## config.mk

```make
export PLATFORM = sky130hd
export DESIGN_NAME = butmr_timer
export DESIGN_NICKNAME = d
export VERILOG_FILES = /design/src/core/butmr_regbank.v /design/src/core/butmr_timer.v
export VERILOG_INCLUDE_DIRS = /design/src /design/src/core
export SDC_FILE = /design/constraint.sdc
export NUM_CORES = 1
export LEC_CHECK = 0
export ABC_AREA = 1
export BUFFER_PORTS_ARGS = -buffer_cell sky130_fd_sc_hd__buf_2
export CORE_AREA = 2 2 109 111
export CTS_BUF_LIST = sky130_fd_sc_hd__clkbuf_16
export DETAILED_ROUTE_END_ITERATION = 8
export DIE_AREA = 0 0 111 113
export PLACE_DENSITY = 0.78
export SLEW_MARGIN = 40
export SYNTH_ARGS = -nofsm -noshare
export SYNTH_HDL_FRONTEND = slang
export SYNTH_SLANG_ARGS = --single-unit
export TNS_END_PERCENT = 100
```

## constraint.sdc

```tcl
create_clock -name clk -period 1.95 [get_ports clk]
set_clock_uncertainty 0.1 [all_clocks]
set_input_delay 0 -clock clk [delete_from_list [all_inputs] [get_ports clk]]
set_output_delay 0 -clock clk [all_outputs]
set_load 0.01 [all_outputs]
```

## src/core/butmr_consts.vh

```
// Register map, field positions and reset values of the basic upcount timer
`ifndef BUTMR_CONSTS_VH
`define BUTMR_CONSTS_VH

// ----------------------------------------
// Register offsets (byte addresses)
// ----------------------------------------
`define BUTMR_OFS_CTRL1   6'h00
`define BUTMR_OFS_CTRL2   6'h04
`define BUTMR_OFS_IRQDMA  6'h0C
`define BUTMR_OFS_STATUS  6'h10
`define BUTMR_OFS_EVGEN   6'h14
`define BUTMR_OFS_COUNT   6'h24
`define BUTMR_OFS_PRESC   6'h28
`define BUTMR_OFS_RELOAD  6'h2C

// ----------------------------------------
// Field positions
// ----------------------------------------
`define BUTMR_CTL1_RUN     0
`define BUTMR_CTL1_INHIBIT 1
`define BUTMR_CTL1_SRCSEL  2
`define BUTMR_CTL1_SHOT    3
`define BUTMR_CTL1_BUFFER  7
`define BUTMR_CTL2_TSEL_LO 4
`define BUTMR_CTL2_TSEL_HI 6
`define BUTMR_EN_IRQ       0
`define BUTMR_EN_DMA       8
`define BUTMR_SR_FLAG     0
`define BUTMR_EG_UPD      0

// ----------------------------------------
// Master output selection codes
// ----------------------------------------
`define BUTMR_TSEL_REQUEST 3'h0
`define BUTMR_TSEL_ENABLE  3'h1
`define BUTMR_TSEL_UPDATE  3'h2

// ----------------------------------------
// Writable bits of the stored registers
// ----------------------------------------
`define BUTMR_CTL2_WMASK  16'h0070
`define BUTMR_EN_WMASK    16'h0101
`define BUTMR_ALL_WMASK   16'hFFFF

// ----------------------------------------
// Reset value and zero/one constants
// ----------------------------------------
`define BUTMR_RST16       16'h0000
`define BUTMR_ZERO16      16'h0000
`define BUTMR_ONE16       16'h0001

`endif

```

## src/core/butmr_regbank.v

```verilog
// Write-side register storage of the basic upcount timer configuration
`timescale 1ns/100ps
`default_nettype none
`include "butmr_consts.vh"

module butmr_regbank #(
   parameter W = 16
) (
   // Clock and reset
   input  wire         clk,
   input  wire         rst_n,
   // Write port
   input  wire         wr_en,
   input  wire [W-1:0] wr_data,
   input  wire [W-1:0] wr_mask,
   // Stored value
   output reg  [W-1:0] q_reg
);

   reg [W-1:0] q_next;

   always @* begin
      q_next = (q_reg & ~wr_mask) | (wr_data & wr_mask);
   end

   always @(posedge clk) begin
      if (!rst_n) begin
         q_reg <= `BUTMR_RST16;
      end else if (wr_en) begin
         q_reg <= q_next;
      end
   end

endmodule
`default_nettype wire

```

## src/core/butmr_timer.v

```verilog
// Basic 16-bit upcount timer with prescaler, reload, flag and trigger out
`timescale 1ns/100ps
`default_nettype none
`include "butmr_consts.vh"

module butmr_timer #(
   parameter W = 16
) (
   // Clock and reset
   input  wire         clk,
   input  wire         rst_n,
   // Register port
   input  wire         reg_sel,
   input  wire         reg_wr,
   input  wire [5:0]   reg_addr,
   input  wire [1:0]   reg_size,
   input  wire [31:0]  reg_wdata,
   output reg  [31:0]  reg_rdata,
   // Requests to the system
   output reg          irq_req,
   output reg          dma_req,
   output reg          trigger_out
);

   // ----------------------------------------
   // Access decode
   // ----------------------------------------
   // any size code but 00: half, word and 11
   // Every accepted size carries the register in the low half; the upper half is ignored
   wire          acc_ok = reg_sel & (reg_size != 2'b00);
   wire          wr     = acc_ok & reg_wr;
   wire [W-1:0]  wd     = reg_wdata[W-1:0];
   wire          wr_cr1 = wr & (reg_addr == `BUTMR_OFS_CTRL1);
   wire          wr_cr2 = wr & (reg_addr == `BUTMR_OFS_CTRL2);
   wire          wr_ie  = wr & (reg_addr == `BUTMR_OFS_IRQDMA);
   wire          wr_sr  = wr & (reg_addr == `BUTMR_OFS_STATUS);
   wire          wr_eg  = wr & (reg_addr == `BUTMR_OFS_EVGEN);
   wire          wr_cnt = wr & (reg_addr == `BUTMR_OFS_COUNT);
   wire          wr_presc  = wr & (reg_addr == `BUTMR_OFS_PRESC);
   wire          wr_reload = wr & (reg_addr == `BUTMR_OFS_RELOAD);
   // Unmapped offsets match no strobe, so writes there are dropped

   // ----------------------------------------
   // Configuration storage
   // ----------------------------------------
   wire [W-1:0]  cr2_q;
   wire [W-1:0]  ie_q;
   wire [W-1:0]  presc_q;
   wire [W-1:0]  reload_q;

   localparam [W-1:0] CR2_MASK = `BUTMR_CTL2_WMASK;
   localparam [W-1:0] IE_MASK  = `BUTMR_EN_WMASK;
   localparam [W-1:0] ALL_MASK = `BUTMR_ALL_WMASK;

   butmr_regbank #(.W(W)) u_cr2 (
      .clk     (clk),
      .rst_n   (rst_n),
      .wr_en   (wr_cr2),
      .wr_data (wd),
      .wr_mask (CR2_MASK),
      .q_reg   (cr2_q)
   );
   butmr_regbank #(.W(W)) u_ie (
      .clk     (clk),
      .rst_n   (rst_n),
      .wr_en   (wr_ie),
      .wr_data (wd),
      .wr_mask (IE_MASK),
      .q_reg   (ie_q)
   );
   butmr_regbank #(.W(W)) u_presc (
      .clk     (clk),
      .rst_n   (rst_n),
      .wr_en   (wr_presc),
      .wr_data (wd),
      .wr_mask (ALL_MASK),
      .q_reg   (presc_q)
   );
   butmr_regbank #(.W(W)) u_reload (
      .clk     (clk),
      .rst_n   (rst_n),
      .wr_en   (wr_reload),
      .wr_data (wd),
      .wr_mask (ALL_MASK),
      .q_reg   (reload_q)
   );

   // ----------------------------------------
   // Control register one
   // ----------------------------------------
   reg           count_enable_bit_reg;
   reg           update_inhibit_reg;
   reg           update_source_select_reg;
   reg           single_shot_select_reg;
   reg           reload_buffer_enable_reg;
   reg           internal_count_enable_reg;

   wire [2:0]    master_output_select = cr2_q[`BUTMR_CTL2_TSEL_HI:`BUTMR_CTL2_TSEL_LO];
   wire          update_irq_enable    = ie_q[`BUTMR_EN_IRQ];
   wire          update_dma_enable    = ie_q[`BUTMR_EN_DMA];

   // ----------------------------------------
   // Time base state
   // ----------------------------------------
   reg  [W-1:0]  count_value_reg;
   reg  [W-1:0]  count_value_next;
   reg  [W-1:0]  presc_cnt_reg;
   reg  [W-1:0]  presc_cnt_next;
   reg  [W-1:0]  presc_active_reg;
   reg  [W-1:0]  reload_active_reg;
   reg           update_flag_reg;

   // write one requests, bit never stored
   wire          update_request = wr_eg & wd[`BUTMR_EG_UPD];

   wire          presc_tick = internal_count_enable_reg & (presc_cnt_reg == presc_active_reg);
   wire          cnt_step   = presc_tick & (reload_active_reg != `BUTMR_ZERO16);
   wire          overflow   = cnt_step & (count_value_reg == reload_active_reg);

   wire          update_event = ~update_inhibit_reg & (overflow | update_request);

   wire          flag_set = update_event & (overflow | ~update_source_select_reg);

   // ----------------------------------------
   // Control register one behaviour
   // ----------------------------------------
   always @(posedge clk) begin
      if (!rst_n) begin
         count_enable_bit_reg     <= 1'b0;
         update_inhibit_reg       <= 1'b0;
         update_source_select_reg <= 1'b0;
         single_shot_select_reg   <= 1'b0;
         reload_buffer_enable_reg <= 1'b0;
      end else begin
         // The hardware clear below comes later, so it wins a same-cycle write
         if (wr_cr1) begin
            count_enable_bit_reg     <= wd[`BUTMR_CTL1_RUN];
            update_inhibit_reg       <= wd[`BUTMR_CTL1_INHIBIT];
            update_source_select_reg <= wd[`BUTMR_CTL1_SRCSEL];
            single_shot_select_reg   <= wd[`BUTMR_CTL1_SHOT];
            reload_buffer_enable_reg <= wd[`BUTMR_CTL1_BUFFER];
         end
         if (update_event & single_shot_select_reg) begin
            count_enable_bit_reg <= 1'b0;
         end
      end
   end

   always @(posedge clk) begin
      if (!rst_n) begin
         internal_count_enable_reg <= 1'b0;
      end else begin
         internal_count_enable_reg <= count_enable_bit_reg;
      end
   end

   // ----------------------------------------
   // Prescaler and counter
   // ----------------------------------------
   always @* begin
      presc_cnt_next   = presc_cnt_reg;
      count_value_next = count_value_reg;
      if (internal_count_enable_reg) begin
         if (presc_tick) begin
            presc_cnt_next = `BUTMR_ZERO16;
         end else begin
            presc_cnt_next = presc_cnt_reg + `BUTMR_ONE16;
         end
      end
      if (cnt_step) begin
         if (overflow) begin
            count_value_next = `BUTMR_ZERO16;
         end else begin
            count_value_next = count_value_reg + `BUTMR_ONE16;
         end
      end
      if (wr_cnt) begin
         count_value_next = wd;
      end
      if (update_request) begin
         presc_cnt_next   = `BUTMR_ZERO16;
         count_value_next = `BUTMR_ZERO16;
      end
   end

   always @(posedge clk) begin
      if (!rst_n) begin
         presc_cnt_reg   <= `BUTMR_RST16;
         count_value_reg <= `BUTMR_RST16;
      end else begin
         presc_cnt_reg   <= presc_cnt_next;
         count_value_reg <= count_value_next;
      end
   end

   // ----------------------------------------
   // Shadow registers
   // ----------------------------------------
   always @(posedge clk) begin
      if (!rst_n) begin
         presc_active_reg  <= `BUTMR_RST16;
         reload_active_reg <= `BUTMR_RST16;
      end else begin
         if (update_event) begin
            presc_active_reg  <= presc_q;
            reload_active_reg <= reload_q;
         end
         // unbuffered reload follows preload
         // Buffering keeps a new period from cutting the running one short
         if (!reload_buffer_enable_reg) begin
            reload_active_reg <= reload_q;
         end
      end
   end

   // ----------------------------------------
   // Status flag
   // ----------------------------------------
   always @(posedge clk) begin
      if (!rst_n) begin
         update_flag_reg <= 1'b0;
      end else if (flag_set) begin
         update_flag_reg <= 1'b1;
      end else if (wr_sr & ~wd[`BUTMR_SR_FLAG]) begin
         update_flag_reg <= 1'b0;
      end
   end

   // ----------------------------------------
   // Interrupt and DMA requests
   // ----------------------------------------
   always @(posedge clk) begin
      if (!rst_n) begin
         irq_req     <= 1'b0;
         dma_req     <= 1'b0;
      end else begin
         // interrupt gated by enable
         // Level request: it stays up while the flag and its enable are set
         irq_req <= update_irq_enable & (update_flag_reg | flag_set);
         dma_req <= update_dma_enable & flag_set;
      end
   end

   // ----------------------------------------
   // Trigger out
   // ----------------------------------------
   always @(posedge clk) begin
      if (!rst_n) begin
         trigger_out <= 1'b0;
      end else begin
         case (master_output_select)
            `BUTMR_TSEL_REQUEST: trigger_out <= update_request;
            `BUTMR_TSEL_ENABLE:  trigger_out <= internal_count_enable_reg;
            `BUTMR_TSEL_UPDATE:  trigger_out <= update_event;
            default:             trigger_out <= 1'b0;
         endcase
      end
   end

   // ----------------------------------------
   // Read path
   // ----------------------------------------
   reg [W-1:0] rd_mux;

   always @* begin
      rd_mux = `BUTMR_ZERO16;
      case (reg_addr)
         `BUTMR_OFS_CTRL1:  rd_mux = {8'h00, reload_buffer_enable_reg, 3'b000,
                                      single_shot_select_reg, update_source_select_reg,
                                      update_inhibit_reg, count_enable_bit_reg};
         `BUTMR_OFS_CTRL2:  rd_mux = cr2_q;
         `BUTMR_OFS_IRQDMA: rd_mux = ie_q;
         `BUTMR_OFS_STATUS: rd_mux = {15'h0000, update_flag_reg};
         `BUTMR_OFS_COUNT:  rd_mux = count_value_reg;
         // Preload values are read back, not the active shadows
         `BUTMR_OFS_PRESC:  rd_mux = presc_q;
         `BUTMR_OFS_RELOAD: rd_mux = reload_q;
         default:           rd_mux = `BUTMR_ZERO16;
      endcase
   end

   // Registered read data lags the address by one cycle
   always @(posedge clk) begin
      if (!rst_n) begin
         reg_rdata <= 32'h0000_0000;
      end else if (acc_ok & ~reg_wr) begin
         reg_rdata <= {16'h0000, rd_mux};
      end
   end

endmodule
`default_nettype wire

```

==> out/qor.csv <==
stage,metric,value,unit
status,status,"finished, violations left",
status,failed_checks,negative setup slack,
detailed_routing,final_antenna_net_count,0,
layout,fill_cells,892,
global_routing,grt_overflow,0,
power_and_ir_drop,ir_drop,0.635,mV
detailed_routing,dr.pass1.iters,8,
detailed_routing,maxUsedRoutingLayer,met4,
cts,clk_pin_slew,0.06,ns
global_routing,antenna_found_initial,0,
worst_setup_path,start_kind,flip-flop,
floorplan,fp.dieW,111,um
sta,timing.final.ws_setup,-0.0599,ns
cts,cts-root-buf,clkbuf_16,
logic_synthesis,ys_warn_count,0,
detailed_routing,wl_met1,7840,um
worst_setup_path,cp_max_fo,8,
floorplan,io_pins,79,
detailed_routing,via_per_inst,5.54,
logic_synthesis,postSynthCellCount,961,
sta,maxSlewViolCount,0,
floorplan,die_y,113,um
floorplan,core_area,11300,um2
placed_design,dp.final_hpwl,12400,um
layout,n_antenna_cell,0,
worst_setup_path,worst_setup_path_end_kind,flip-flop,
power_and_ir_drop,power,6.04,mW
logic_synthesis,ys_top_cells_by_area,"dfxtp_1 (40%), nand2_1 (13%), nor2_1 (8.0%)",
detailed_routing,vias,6765,
worst_setup_path,crit_chain,inv_1 -> nand2_1 -> nand2_1 -> inv_1 -> nand3_2 -> nor2_2 -> nand2_2 -> nor2_4 -> nand3_2 -> nand2_4 -> nand2_8 -> clkbuf_16 -> a21oi_1 -> nor2_1,
power_and_ir_drop,p_leak,3.28,nW
global_routing,grt_pass1_wl,29800,um
layout,ff_latch_area,2570,um2
sta,rsz0062_at_grt,yes,
detailed_routing,totalWireLength,18700,um
layout,multi_input_area,3270,um2
job,max_cap_viol_count,0,
sta,setup_viol,30,
floorplan,dieArea,12500,um2
logic_synthesis,synth_enable_flop_cells,0,
sta,worstMarginPinSlew,0.562,ns
logic_synthesis,ys.flop_type,dfxtp_1,
detailed_routing,avgRoutedWirePerCell,15.3,um
detailed_routing,dr.first_iter.drc_count,570,
sta,final.period_utilization,103,%
worst_setup_path,path_buf_inv,3,
logic_synthesis,yosys.area.top_type,dfxtp_1,
logic_synthesis,yosysMostFrequentCell,nand2_1,
cts,insertion_delay,0.43,ns
detailed_routing,met2_length,8810,um
layout,final_nets,1111,
worst_setup_path,max_stage_delay,0.35,ns
logic_synthesis,syn_avg_cell_area,6.68,um2
global_routing,first_global_vias,6205,
sta,max_slew_margin,62.5,%
logic_synthesis,synth_top_cells_by_count,"nand2_1 (214), nor2_1 (137), dfxtp_1 (127), inv_1 (105), a21oi_1 (78)",
logic_synthesis,ys_seq_area_share,39.6,%
logic_synthesis,ys_seq_elements,127,
worst_setup_path,crit_slowest_cell,dfxtp_2,
floorplan,initial_core_util,57.0,%
sta,min_period,2.01,ns
cts,cts_buffers,17,
worst_setup_path,worst-setup-path-type,reg2reg,
worst_setup_path,cpLargestDelayFamily,simple AND/OR/NAND/NOR gates,
cts,cts_tree,yes,
sta,hold_violations,0,
layout,final_core_util,71.4,%
logic_synthesis,ys_types,35,
power_and_ir_drop,power_density,750,nW/um2
sta,max_freq,0.498,GHz
logic_synthesis,synth_area,6420,um2
detailed_routing,dr_wl_met3,1550,um
layout,drive_above_1_share,19.1,%
worst_setup_path,critPathRequiredTime,2.17,ns
cts,cts_sinks,127,
layout,postLayoutCellArea,8040,um2
logic_synthesis,synth_top_area_share,39.6,%
placed_design,gp_congestion,0.947,
global_routing,grt_max_degree,59,
sta,tns,-0.770,ns
placed_design,io_buffers,46,
cts,clk_path_buf_depth,2,
detailed_routing,drcViolationCount,0,
cts,ctsHtreeMaxLevel,4,
floorplan,std_cell_rows,39,
layout,syn_to_final_growth,25.3,%
worst_setup_path,arrival,2.23,ns
logic_synthesis,async_flop_share,0,%
placed_design,place_area,7010,um2
hold_path,min_path_type,in2reg,
global_routing,grtUsageTotal,29.7,%
power breakdown:
group	switching [mW]	internal [mW]	leakage, nW
Combinational	0.160	0.0864	1.97
Sequential	0.00422	2.60	1.03
Clock	1.29	1.90	0.279
final timing paths:
path,start,end,slack (ns),cells past startpoint
max,presc_cnt_reg[1]$_SDFFE_PP0P_,reload_active_reg[4]$_SDFFE_PN0P_,-0.06,14
min,reg_addr[2],update_flag_reg$_SDFFE_PN0P_,0.03,7
max reg2reg,presc_cnt_reg[1]$_SDFFE_PP0P_,reload_active_reg[4]$_SDFFE_PN0P_,-0.06,14
min reg2reg,reg_rdata[8]$_SDFFE_PN0P_,reg_rdata[8]$_SDFFE_PN0P_,0.36,2
logic make-up after synthesis:
logic type,after synthesis,synth area share (%)
simple gates,456,30.0
buf+inv,178,12.0
compound gates,172,14.6
flops,127,39.6
xor+xnor,25,3.41
fa+ha+maj,2,0.390
other cells,1,0.0584
metrics by stage:
| stage | cells | setup WS [ns] | hold WS, ns |
|---|---|---|---|
| 2_1_floorplan | 976 | 0.153 | 0.0349 |
| 3_3_place_gp | 1159 | 0.0318 | 0.173 |
| 3_5_place_dp | 1159 | 0.0178 | 0.177 |
| 4_1_cts | 1213 | 0.00584 | 0.0157 |
| 5_1_grt | 1221 | -0.170 | 0.118 |
| 6_report | 1221 | -0.0599 | 0.0294 |
final cells by class:
class	instances	area share, %
Multi-Input combinational cell	671	40.7
Sequential cell	127	31.9
Timing Repair Buffer	127	12.3
Inverter	121	5.65
Clock buffer	17	5.29
Tap cell	143	2.22
Clock inverter	15	1.99
worst reg2reg max path, stage by stage (launching register included):
cell and delay, ns:
dfxtp_2 0.35, inv_1 0.06, nand2_1 0.06, nand2_1 0.06
inv_1 0.08, nand3_2 0.08, nor2_2 0.14, nand2_2 0.08
nor2_4 0.16, nand3_2 0.11, nand2_4 0.14, nand2_8 0.10
clkbuf_16 0.19, a21oi_1 0.13, nor2_1 0.06
placed cells by master (no fill, tap or decap), drive strengths merged, types with 5 or more instances in the layout:
| cell type | count |
|---|---|
| a211oi | 5 |
| a21oi | 79 |
| buf | 103 |
| clkbuf | 19 |
| clkinv | 5 |
| conb | 16 |
| dfxtp | 127 |
| dlygate4sd3 | 22 |
| inv | 125 |
| nand2 | 217 |
| nand3 | 53 |
| nand4 | 29 |
| nor2 | 139 |
| nor3 | 11 |
| nor4 | 7 |
| o2111ai | 6 |
| o211ai | 10 |
| o21ai | 64 |
| xnor2 | 7 |
| xor2 | 18 |
per-layer routing:
metal,up-vias,track usage (%)
met5,-,0
met1,3118,37.5
met3,47,6.91
li1,3287,-
met2,313,49.0
met4,0,12.8
timing repair:
item	CTS	global route
hold buffers	22	0
gates cloned	0	3
buffers inserted	0	5
resized for setup	3	53
endpoints found under the hold margin	72	0
pin swaps	0	12
setup endpoints to repair	48	55
No activity file was read; power rests on OpenSTA's default activity.
